### config.mk
export PLATFORM = sky130hd
export DESIGN_NAME = ihbs_sequencer
export DESIGN_NICKNAME = d
export VERILOG_FILES = /design/src/ihbs_pkg.sv /design/src/ihbs_sequencer.sv
export SDC_FILE = /design/constraint.sdc
export NUM_CORES = 1
export LEC_CHECK = 0
export BUFFER_PORTS_ARGS = -buffer_cell sky130_fd_sc_hd__buf_2
export CORE_MARGIN = 2
export CORE_UTILIZATION = 24
export CTS_BUF_LIST = sky130_fd_sc_hd__clkbuf_4 sky130_fd_sc_hd__clkbuf_8 sky130_fd_sc_hd__clkbuf_16
export CTS_CLUSTER_SIZE = 25
export DETAILED_ROUTE_END_ITERATION = 10
export RECOVER_POWER = 25
export SETUP_SLACK_MARGIN = 0.15
export SLEW_MARGIN = 10
export SYNTH_ARGS = -nofsm -noshare
export SYNTH_HDL_FRONTEND = slang
export SYNTH_SLANG_ARGS = --single-unit
### constraint.sdc
create_clock -name pclk -period 3.6 [get_ports pclk]
set_input_delay 0.36 -clock pclk [delete_from_list [all_inputs] [get_ports pclk]]
set_output_delay 0.36 -clock pclk [all_outputs]
set_load 0.02 [all_outputs]
### src/ihbs_pkg.sv
// Package with register map, field positions and types of the I2C host sequencer
package ihbs_pkg;

   localparam int ADDR_W  = 5;
   localparam int DATA_W  = 32;
   localparam int DIV_W   = 8;

   // Register byte offsets
   localparam logic [ADDR_W-1:0] OFS_CTRL   = 5'h00;
   localparam logic [ADDR_W-1:0] OFS_SEQ    = 5'h04;
   localparam logic [ADDR_W-1:0] OFS_STATUS = 5'h08;
   localparam logic [ADDR_W-1:0] OFS_DIV    = 5'h0c;
   localparam logic [ADDR_W-1:0] OFS_BUF    = 5'h10;

   // Control register fields
   localparam int CTRL_ENABLE    = 0;
   localparam int CTRL_MODE_LSB  = 1;
   localparam int CTRL_SW_SDA    = 3;
   localparam int CTRL_SW_SCL    = 4;

   // Mode select encodings
   localparam logic [1:0] MODE_OFF     = 2'h0;
   localparam logic [1:0] MODE_HOST    = 2'h1;
   localparam logic [1:0] MODE_FW_HOST = 2'h2;

   // Sequence control fields; the low five bits are the request field
   localparam int SEQ_START    = 0;
   localparam int SEQ_RESTART  = 1;
   localparam int SEQ_STOP     = 2;
   localparam int SEQ_ACK      = 3;
   localparam int SEQ_RSVD     = 4;
   localparam int SEQ_REQ_W    = 5;
   localparam int SEQ_ACK_VAL  = 5;

   // Status fields
   localparam int ST_START_DET = 0;
   localparam int ST_STOP_DET  = 1;
   localparam int ST_IRQ       = 2;
   localparam int ST_WRITE_COLLISION_FLAG      = 3;
   localparam int ST_BCOL      = 4;
   localparam int ST_BUSY      = 5;
   localparam int ST_BUS_CLAIM = 6;

   // Reset values
   localparam logic [DIV_W-1:0] DIV_RESET = 8'h09;
   localparam logic [7:0]       BUF_RESET = 8'h00;

   typedef struct packed {
      logic sda;
      logic scl;
   } ihbs_line_t;

   typedef enum logic [4:0] {
      S_IDLE, S_ST_A, S_ST_B,
      S_RS_A, S_RS_B, S_RS_C, S_RS_D, S_RS_E,
      S_AK_A, S_AK_B, S_AK_C,
      S_SP_A, S_SP_B, S_SP_C, S_SP_D, S_SP_E, S_SP_F
   } ihbs_state_t;

endpackage : ihbs_pkg

### src/ihbs_sequencer.sv
// I2C host bus sequencer: APB registers, baud counter, start/restart/ack/stop sequencing
`timescale 1ns/1ps
`default_nettype none

module ihbs_sequencer
   import ihbs_pkg::*;
#(
   parameter int DIVW = ihbs_pkg::DIV_W
)(
   input  wire logic                          pclk,
   input  wire logic                          presetn,
   input  wire logic                          psel,
   input  wire logic                          penable,
   input  wire logic                          pwrite,
   input  wire logic [ihbs_pkg::ADDR_W-1:0]   paddr,
   input  wire logic [ihbs_pkg::DATA_W-1:0]   pwdata,
   output var  logic [ihbs_pkg::DATA_W-1:0]   prdata,
   output var  logic                          pready,
   output var  logic                          pslverr,
   input  wire ihbs_pkg::ihbs_line_t          line_in,
   output var  ihbs_pkg::ihbs_line_t          line_out,
   output var  ihbs_pkg::ihbs_line_t          line_oe,
   output var  logic                          serial_irq_flag
);
   import ihbs_pkg::*;

   // Registers
   logic                port_enable_bit;
   logic [1:0]          port_mode_select;
   logic                sw_sda_low;
   logic                sw_scl_low;
   logic [SEQ_REQ_W-1:0] seq_req;
   logic                ack_value_bit;
   logic [DIVW-1:0]     baud_divisor_reg;
   logic [7:0]          shift_buffer;
   logic                start_detected;
   logic                stop_detected;
   logic                write_collision_flag;
   logic                bus_collision_flag;

   // Line sampling
   ihbs_line_t          sync1;
   ihbs_line_t          sync2;
   ihbs_line_t          prev;

   // Sequencer
   ihbs_state_t         state;
   ihbs_state_t         next_state;
   logic [DIVW-1:0]     baud_counter;
   logic                baud_run;
   logic                brg_load;
   logic                brg_halt;
   logic                next_sda_low;
   logic                next_scl_low;
   logic                set_start_flag;
   logic                set_stop_flag;
   logic                set_bcol;
   logic                set_irq;
   logic                req_done;
   logic                drv_sda_low;
   logic                drv_scl_low;

   logic                host_active;
   logic                fw_active;
   logic                det_en;
   logic                det_start;
   logic                det_stop;
   logic                baud_timeout;
   logic                apb_done;
   logic                wr_done;
   logic                mapped;
   logic [DATA_W-1:0]   rd_word;

   assign host_active  = port_enable_bit && (port_mode_select == MODE_HOST);
   assign fw_active    = port_enable_bit && (port_mode_select == MODE_FW_HOST);
   assign baud_timeout = baud_run && (baud_counter == '0);

   // Start/stop detection is off while the host generates its own start or stop; it stays on through a restart
   assign det_en = (fw_active || host_active) &&
                   !(state inside {S_ST_A, S_ST_B, S_SP_A, S_SP_B, S_SP_C, S_SP_D, S_SP_E, S_SP_F});
   assign det_start = det_en && prev.scl && sync2.scl && prev.sda && !sync2.sda;
   assign det_stop  = det_en && prev.scl && sync2.scl && !prev.sda && sync2.sda;

   assign apb_done = psel && penable && pready;
   assign wr_done  = apb_done && pwrite;
   assign mapped   = paddr inside {OFS_CTRL, OFS_SEQ, OFS_STATUS, OFS_DIV, OFS_BUF};

   // Two-flop synchroniser plus one history stage for edge finding
   always_ff @(posedge pclk or negedge presetn)
   begin
      if (!presetn)
      begin
         sync1 <= '{sda: 1'b1, scl: 1'b1};
         sync2 <= '{sda: 1'b1, scl: 1'b1};
         prev  <= '{sda: 1'b1, scl: 1'b1};
      end
      else
      begin
         sync1 <= line_in;
         sync2 <= sync1;
         prev  <= sync2;
      end
   end

   // Sequencer decisions
   always_comb
   begin
      next_state     = state;
      brg_load       = 1'b0;
      brg_halt       = 1'b0;
      next_sda_low   = drv_sda_low;
      next_scl_low   = drv_scl_low;
      set_start_flag = 1'b0;
      set_stop_flag  = 1'b0;
      set_bcol       = 1'b0;
      set_irq        = 1'b0;
      req_done       = 1'b0;
      case (state)
         S_IDLE:
         begin
            if (seq_req[SEQ_START])
            begin
               if (sync2.sda && sync2.scl)
               begin
                  brg_load   = 1'b1;
                  next_state = S_ST_A;
               end
               else if (!sync2.sda && !sync2.scl)
               begin
                  set_bcol = 1'b1;
                  req_done = 1'b1;
               end
            end
            else if (seq_req[SEQ_RESTART])
            begin
               next_scl_low = 1'b1;
               next_state   = S_RS_A;
            end
            else if (seq_req[SEQ_STOP])
            begin
               next_scl_low = 1'b1;
               next_sda_low = 1'b1;
               next_state   = S_SP_A;
            end
            else if (seq_req[SEQ_ACK])
            begin
               next_scl_low = 1'b1;
               next_sda_low = !ack_value_bit;
               brg_load     = 1'b1;
               next_state   = S_AK_A;
            end
         end
         S_ST_A:
         begin
            if (!sync2.scl || (baud_timeout && !sync2.sda))
            begin
               set_bcol     = 1'b1;
               req_done     = 1'b1;
               brg_halt     = 1'b1;
               next_sda_low = 1'b0;
               next_state   = S_IDLE;
            end
            else if (baud_timeout)
            begin
               next_sda_low   = 1'b1;
               set_start_flag = 1'b1;
               brg_load       = 1'b1;
               next_state     = S_ST_B;
            end
         end
         S_ST_B:
         begin
            if (baud_timeout)
            begin
               req_done   = 1'b1;
               set_irq    = 1'b1;
               brg_halt   = 1'b1;
               next_state = S_IDLE;
            end
         end
         S_RS_A:
         begin
            if (!sync2.scl)
            begin
               next_sda_low = 1'b0;
               brg_load     = 1'b1;
               next_state   = S_RS_B;
            end
         end
         S_RS_B:
         begin
            if (baud_timeout)
            begin
               brg_halt = 1'b1;
               if (sync2.sda)
               begin
                  next_scl_low = 1'b0;
                  next_state   = S_RS_C;
               end
               else
               begin
                  set_bcol   = 1'b1;
                  req_done   = 1'b1;
                  next_scl_low = 1'b0;
                  next_state = S_IDLE;
               end
            end
         end
         S_RS_C:
         begin
            if (sync2.scl)
            begin
               if (!sync2.sda)
               begin
                  set_bcol   = 1'b1;
                  req_done   = 1'b1;
                  next_state = S_IDLE;
               end
               else
               begin
                  brg_load   = 1'b1;
                  next_state = S_RS_D;
               end
            end
         end
         S_RS_D:
         begin
            if (!sync2.scl)
            begin
               set_bcol   = 1'b1;
               req_done   = 1'b1;
               brg_halt   = 1'b1;
               next_state = S_IDLE;
            end
            else if (baud_timeout)
            begin
               next_sda_low = 1'b1;
               brg_load     = 1'b1;
               next_state   = S_RS_E;
            end
         end
         S_RS_E:
         begin
            if (baud_timeout)
            begin
               next_scl_low = 1'b1;
               req_done     = 1'b1;
               set_irq      = 1'b1;
               brg_halt     = 1'b1;
               next_state   = S_IDLE;
            end
         end
         S_AK_A:
         begin
            if (baud_timeout)
            begin
               next_scl_low = 1'b0;
               brg_halt     = 1'b1;
               next_state   = S_AK_B;
            end
         end
         S_AK_B:
         begin
            if (sync2.scl)
            begin
               brg_load   = 1'b1;
               next_state = S_AK_C;
            end
         end
         S_AK_C:
         begin
            if (baud_timeout)
            begin
               next_scl_low = 1'b1;
               req_done     = 1'b1;
               set_irq      = 1'b1;
               brg_halt     = 1'b1;
               next_state   = S_IDLE;
            end
         end
         S_SP_A:
         begin
            if (!sync2.sda)
            begin
               brg_load   = 1'b1;
               next_state = S_SP_B;
            end
         end
         S_SP_B:
         begin
            if (baud_timeout)
            begin
               next_scl_low = 1'b0;
               brg_halt     = 1'b1;
               next_state   = S_SP_C;
            end
         end
         S_SP_C:
         begin
            if (sync2.scl)
            begin
               brg_load   = 1'b1;
               next_state = S_SP_D;
            end
         end
         S_SP_D:
         begin
            if (baud_timeout)
            begin
               next_sda_low = 1'b0;
               brg_halt     = 1'b1;
               next_state   = S_SP_E;
            end
         end
         S_SP_E:
         begin
            if (sync2.sda && sync2.scl)
            begin
               set_stop_flag = 1'b1;
               brg_load      = 1'b1;
               next_state    = S_SP_F;
            end
         end
         S_SP_F:
         begin
            if (baud_timeout)
            begin
               req_done   = 1'b1;
               set_irq    = 1'b1;
               brg_halt   = 1'b1;
               next_state = S_IDLE;
            end
         end
         default:
         begin
            next_state = S_IDLE;
         end
      endcase
   end

   // Sequencer state and line drive
   always_ff @(posedge pclk or negedge presetn)
   begin
      if (!presetn)
      begin
         state       <= S_IDLE;
         drv_sda_low <= 1'b0;
         drv_scl_low <= 1'b0;
      end
      else if (host_active)
      begin
         state       <= next_state;
         drv_sda_low <= next_sda_low;
         drv_scl_low <= next_scl_low;
      end
      else
      begin
         state       <= S_IDLE;
         drv_sda_low <= fw_active && sw_sda_low;
         drv_scl_low <= fw_active && sw_scl_low;
      end
   end

   // Open-drain pins only ever pull low
   always_ff @(posedge pclk or negedge presetn)
   begin
      if (!presetn)
      begin
         line_oe  <= '0;
         line_out <= '0;
      end
      else
      begin
         line_oe  <= '{sda: drv_sda_low, scl: drv_scl_low};
         line_out <= '0;
      end
   end

   // Baud counter: reload, count down to zero, halt
   always_ff @(posedge pclk or negedge presetn)
   begin
      if (!presetn)
      begin
         baud_counter <= '0;
         baud_run     <= 1'b0;
      end
      else if (!host_active || brg_halt)
      begin
         baud_run <= 1'b0;
      end
      else if (brg_load)
      begin
         baud_counter <= baud_divisor_reg;
         baud_run     <= 1'b1;
      end
      else if (baud_run && baud_counter != '0)
      begin
         baud_counter <= baud_counter - 1'b1;
      end
   end

   // Control, divisor and request registers
   always_ff @(posedge pclk or negedge presetn)
   begin
      if (!presetn)
      begin
         port_enable_bit  <= 1'b0;
         port_mode_select <= MODE_OFF;
         sw_sda_low       <= 1'b0;
         sw_scl_low       <= 1'b0;
         baud_divisor_reg <= DIV_RESET;
         ack_value_bit    <= 1'b0;
         seq_req          <= '0;
      end
      else
      begin
         if (wr_done && paddr == OFS_CTRL)
         begin
            port_enable_bit  <= pwdata[CTRL_ENABLE];
            port_mode_select <= pwdata[CTRL_MODE_LSB +: 2];
            sw_sda_low       <= pwdata[CTRL_SW_SDA];
            sw_scl_low       <= pwdata[CTRL_SW_SCL];
         end
         if (wr_done && paddr == OFS_DIV)
            baud_divisor_reg <= pwdata[DIVW-1:0];
         if (wr_done && paddr == OFS_SEQ)
            ack_value_bit <= pwdata[SEQ_ACK_VAL];
         if (!host_active || req_done)
            seq_req <= '0;
         else if (wr_done && paddr == OFS_SEQ && state == S_IDLE && seq_req == '0)
            seq_req <= {1'b0, pwdata[SEQ_ACK:0]};
      end
   end

   // Transmit buffer with write collision
   always_ff @(posedge pclk or negedge presetn)
   begin
      if (!presetn)
         shift_buffer <= BUF_RESET;
      else if (wr_done && paddr == OFS_BUF && state == S_IDLE && seq_req == '0)
         shift_buffer <= pwdata[7:0];
   end

   // Status flags: hardware set wins over software clear, except that disabling the port clears the start and stop flags first
   always_ff @(posedge pclk or negedge presetn)
   begin
      if (!presetn)
      begin
         start_detected       <= 1'b0;
         stop_detected        <= 1'b0;
         serial_irq_flag      <= 1'b0;
         write_collision_flag <= 1'b0;
         bus_collision_flag   <= 1'b0;
      end
      else
      begin
         if (!port_enable_bit)
         begin
            start_detected <= 1'b0;
            stop_detected  <= 1'b0;
         end
         else if (set_start_flag || det_start)
         begin
            start_detected <= 1'b1;
            stop_detected  <= 1'b0;
         end
         else if (set_stop_flag || det_stop)
         begin
            stop_detected  <= 1'b1;
            start_detected <= 1'b0;
         end
         // A restart's own start condition waits for the counter timeout
         if (set_irq || ((det_start || det_stop) && !(state inside {S_RS_D, S_RS_E})))
            serial_irq_flag <= 1'b1;
         else if (wr_done && paddr == OFS_STATUS && pwdata[ST_IRQ])
            serial_irq_flag <= 1'b0;
         if (wr_done && paddr == OFS_BUF && (state != S_IDLE || seq_req != '0))
            write_collision_flag <= 1'b1;
         else if (wr_done && paddr == OFS_STATUS && pwdata[ST_WRITE_COLLISION_FLAG])
            write_collision_flag <= 1'b0;
         if (set_bcol)
            bus_collision_flag <= 1'b1;
         else if (wr_done && paddr == OFS_STATUS && pwdata[ST_BCOL])
            bus_collision_flag <= 1'b0;
      end
   end

   // Read mux
   always_comb
   begin
      rd_word = '0;
      case (paddr)
         OFS_CTRL:
         begin
            rd_word[CTRL_ENABLE]            = port_enable_bit;
            rd_word[CTRL_MODE_LSB +: 2]     = port_mode_select;
            rd_word[CTRL_SW_SDA]            = sw_sda_low;
            rd_word[CTRL_SW_SCL]            = sw_scl_low;
         end
         OFS_SEQ:
         begin
            rd_word[SEQ_REQ_W-1:0] = seq_req;
            rd_word[SEQ_ACK_VAL]   = ack_value_bit;
         end
         OFS_STATUS:
         begin
            rd_word[ST_START_DET] = start_detected;
            rd_word[ST_STOP_DET]  = stop_detected;
            rd_word[ST_IRQ]       = serial_irq_flag;
            rd_word[ST_WRITE_COLLISION_FLAG]      = write_collision_flag;
            rd_word[ST_BCOL]      = bus_collision_flag;
            rd_word[ST_BUSY]      = (state != S_IDLE) || (seq_req != '0);
            rd_word[ST_BUS_CLAIM] = start_detected && !stop_detected;
         end
         OFS_DIV:
            rd_word[DIVW-1:0] = baud_divisor_reg;
         OFS_BUF:
            rd_word[7:0] = shift_buffer;
         default:
            rd_word = '0;
      endcase
   end

   // APB answer one cycle into the access phase
   always_ff @(posedge pclk or negedge presetn)
   begin
      if (!presetn)
      begin
         pready  <= 1'b0;
         pslverr <= 1'b0;
         prdata  <= '0;
      end
      else
      begin
         pready  <= psel && penable && !pready;
         pslverr <= psel && penable && !pready && !mapped;
         if (psel && penable && !pready)
            prdata <= rd_word;
      end
   end

endmodule : ihbs_sequencer

`default_nettype wire

==> impl_metrics.json <==
{
  "status": "finished clean",
  "crit_fanout": 27,
  "hp-class": "in2reg",
  "ir_drop_mv": 0.244,
  "setup_viol": 0,
  "worstMarginPinSlew_ps": 1310,
  "vias": 3363,
  "place_area_um2": 4270,
  "crit_type": "reg2reg",
  "arrival_ps": 3160,
  "cts_tree": "yes",
  "cts-resized-gates": 0,
  "min_path_cells": 1,
  "hold_viol": 0,
  "cts_buffers": 9,
  "ioPinCount": 83,
  "power-per-cell-area_nw_per_um2": 395,
  "synth_cell_type_count": 74,
  "ctsRootBufferMaster": "clkbuf_16",
  "portBuffers": 32,
  "drv_cap": 0,
  "wl_per_cell_um": 15.5,
  "drv_slew": 0,
  "clk_latency_ps": 330,
  "drt_iter0_markers": 293,
  "drc": 0,
  "via_per_inst": 5.02,
  "synth_area_leaders": "dfrtp_1 (35%), mux2_2 (7.8%), dfstp_2 (5.2%)",
  "drive_gt1_frac": 0.227,
  "yosysWarningCount": 0,
  "die_x_um": 134,
  "nets": 491,
  "ant_nets": 0,
  "post-synth-top-count-cell": "dfrtp_1",
  "totalWireLength_um": 10400,
  "cts_hold_buffers": 0,
  "synth.avg_cell_area_um2": 9.55,
  "start_kind": "flop",
  "cts.sinks": 65,
  "worst_ep_required_time_ps": 3840,
  "area_growth_pct": 13.6,
  "core_um2": 16500,
  "clockBufferDepth": 2,
  "initial_utilization": 0.245,
  "async_flop_share": 1.00,
  "grt_pass1_wl_um": 17100,
  "slew_headroom": 0.126,
  "grt_usage": 0.118,
  "tns_ps": 0,
  "hpwl_um": 7480,
  "die_h_um": 134,
  "clk_pin_slew_worst_paths_ps": 60,
  "worst-r2r-cell-count": 6,
  "fp-row-count": 47,
  "synth-seq-area-share": 0.404,
  "layout_setup_ws_ps": 675,
  "netlist.area_leader.share": 0.352,
  "grt_pass1_vias": 3313,
  "netlist_area_um2": 4050,
  "overflow": 0,
  "critical_path.endpoint_type": "flop",
  "finalWeightedCongestion": 0.914,
  "synthFlopType": "dfrtp_1",
  "post-route-cell-area_um2": 4600,
  "grt_start_max_net_pins": 44,
  "pre_cts_ws_ps": 766,
  "yosysTopAreaCell": "dfrtp_1",
  "first_pass_iters": 5,
  "rsz0062_at_grt": "false",
  "p_leak_nw": 1.98,
  "min_period_ps": 2920,
  "clock_skew_ps": 6.91,
  "synth_commonest_cells": "dfrtp_1 (57), nand2_1 (36), mux2_2 (28)",
  "htreeDepth": 3,
  "min_period_over_period": 0.812,
  "fmax_mhz": 342,
  "cts_setup_buffers": 0,
  "synth-seq-cells": 65,
  "synth_edf_count": 0,
  "syn_inst": 424,
  "antenna_cells": 0,
  "dieArea_um2": 17900,
  "antenna_found_initial": 0
}
## path summary, 6_finish.rpt
check | from | to | slack, ps
worst max-delay path | state[4]$_DFFE_PN0P_ | baud_counter[2]$_DFFE_PN0P_ | 680
worst min-delay path | line_in[1] | sync1[1]$_DFF_PN1_ | 130
worst max register to register | state[4]$_DFFE_PN0P_ | baud_counter[2]$_DFFE_PN0P_ | 680
worst min register to register | sync1[1]$_DFF_PN1_ | sync2[1]$_DFF_PN1_ | 360
max in group asynchronous | presetn | prdata[1]$_DFFE_PN0P_ | 1550
min in group asynchronous | presetn | line_oe[1]$_DFF_PN0_ | 300
## placed cells by master (no fill, tap or decap), types with 3 or more instances in the layout
master and count:
nand3b_1 6, clkbuf_16 9, a222oi_1 4, o21a_1 4
or3_1 3, nor2b_1 4, nand2_1 36, buf_2 31
nand2b_1 4, a31oi_1 4, a22oi_1 4, a32oi_1 5
nor4_1 5, nor3_1 16, mux2i_1 11, mux2_2 28
dfstp_2 6, o31ai_1 3, o22ai_1 4, buf_4 8
nand4_1 5, a21oi_1 18, xnor2_1 3, nor2_1 24
and2_1 3, clkinv_4 3, inv_1 11, nor4b_1 3
or4_1 3, o21ai_0 24, nor3b_1 3, a22o_1 4
conb_1 26, dfrtp_1 57, nand3_1 12
## critical path: stages, from the launching register on
cell,delay [ps]
dfrtp_1,870
and4b_1,270
o21ai_0,310
a21oi_1,120
nor2b_1,750
o21ai_0,280
a22oi_1,220
## cells by family (layout without fill, tap and decap cells)
family                     Yosys count  count (layout)  share of synthesized area
DFF                                 65              65                      0.404
buffers and inverters               67              68                      0.102
adders and majority gates            2               2                    0.00618
muxes                               40              40                      0.109
AOI/OAI and AO/OA                   99              99                      0.170
other                                1              26                   0.000926
xor gates and xnor gates             5               5                     0.0108
and+or+nand+nor                    145             145                      0.197
## final cells by class
cell class,count,area [um2]
clock buffer,10,239
tap,220,275
multi-input combinational,317,2090
inverter,11,41.3
fill,1751,11900
timing repair buffer,41,224
clock inverter,6,91.3
sequential,65,1640
## per-layer routing
layer,GRT usage,part of all wire,vias up
met5,0,0,-
met2,0.191,0.49,133
met3,0.0208,0.064,16
met4,0.0372,0.016,0
li1,-,-,1561
met1,0.159,0.43,1653
## per-stage QoR
stage | utilization | total power [W] | cells | hold WS, ps
floorplan | - | 0.000845 | 449 | 64.4
global placement | 0.259 | 0.000866 | 654 | 346
detailed placement | 0.259 | 0.000868 | 654 | 347
CTS | 0.279 | 0.00184 | 670 | 21.2
global route | 0.278 | 0.00188 | 670 | 119
finish | 0.278 | 0.00182 | 670 | 127
## where the power goes
part / switching (W) / internal [W]
clock network: 0.000334 / 0.000627
logic: 0.0000707 / 0.0000243
registers: 0.0000138 / 0.000746
total: 0.000418 / 0.00140
Power figures use the tool's default switching activity.
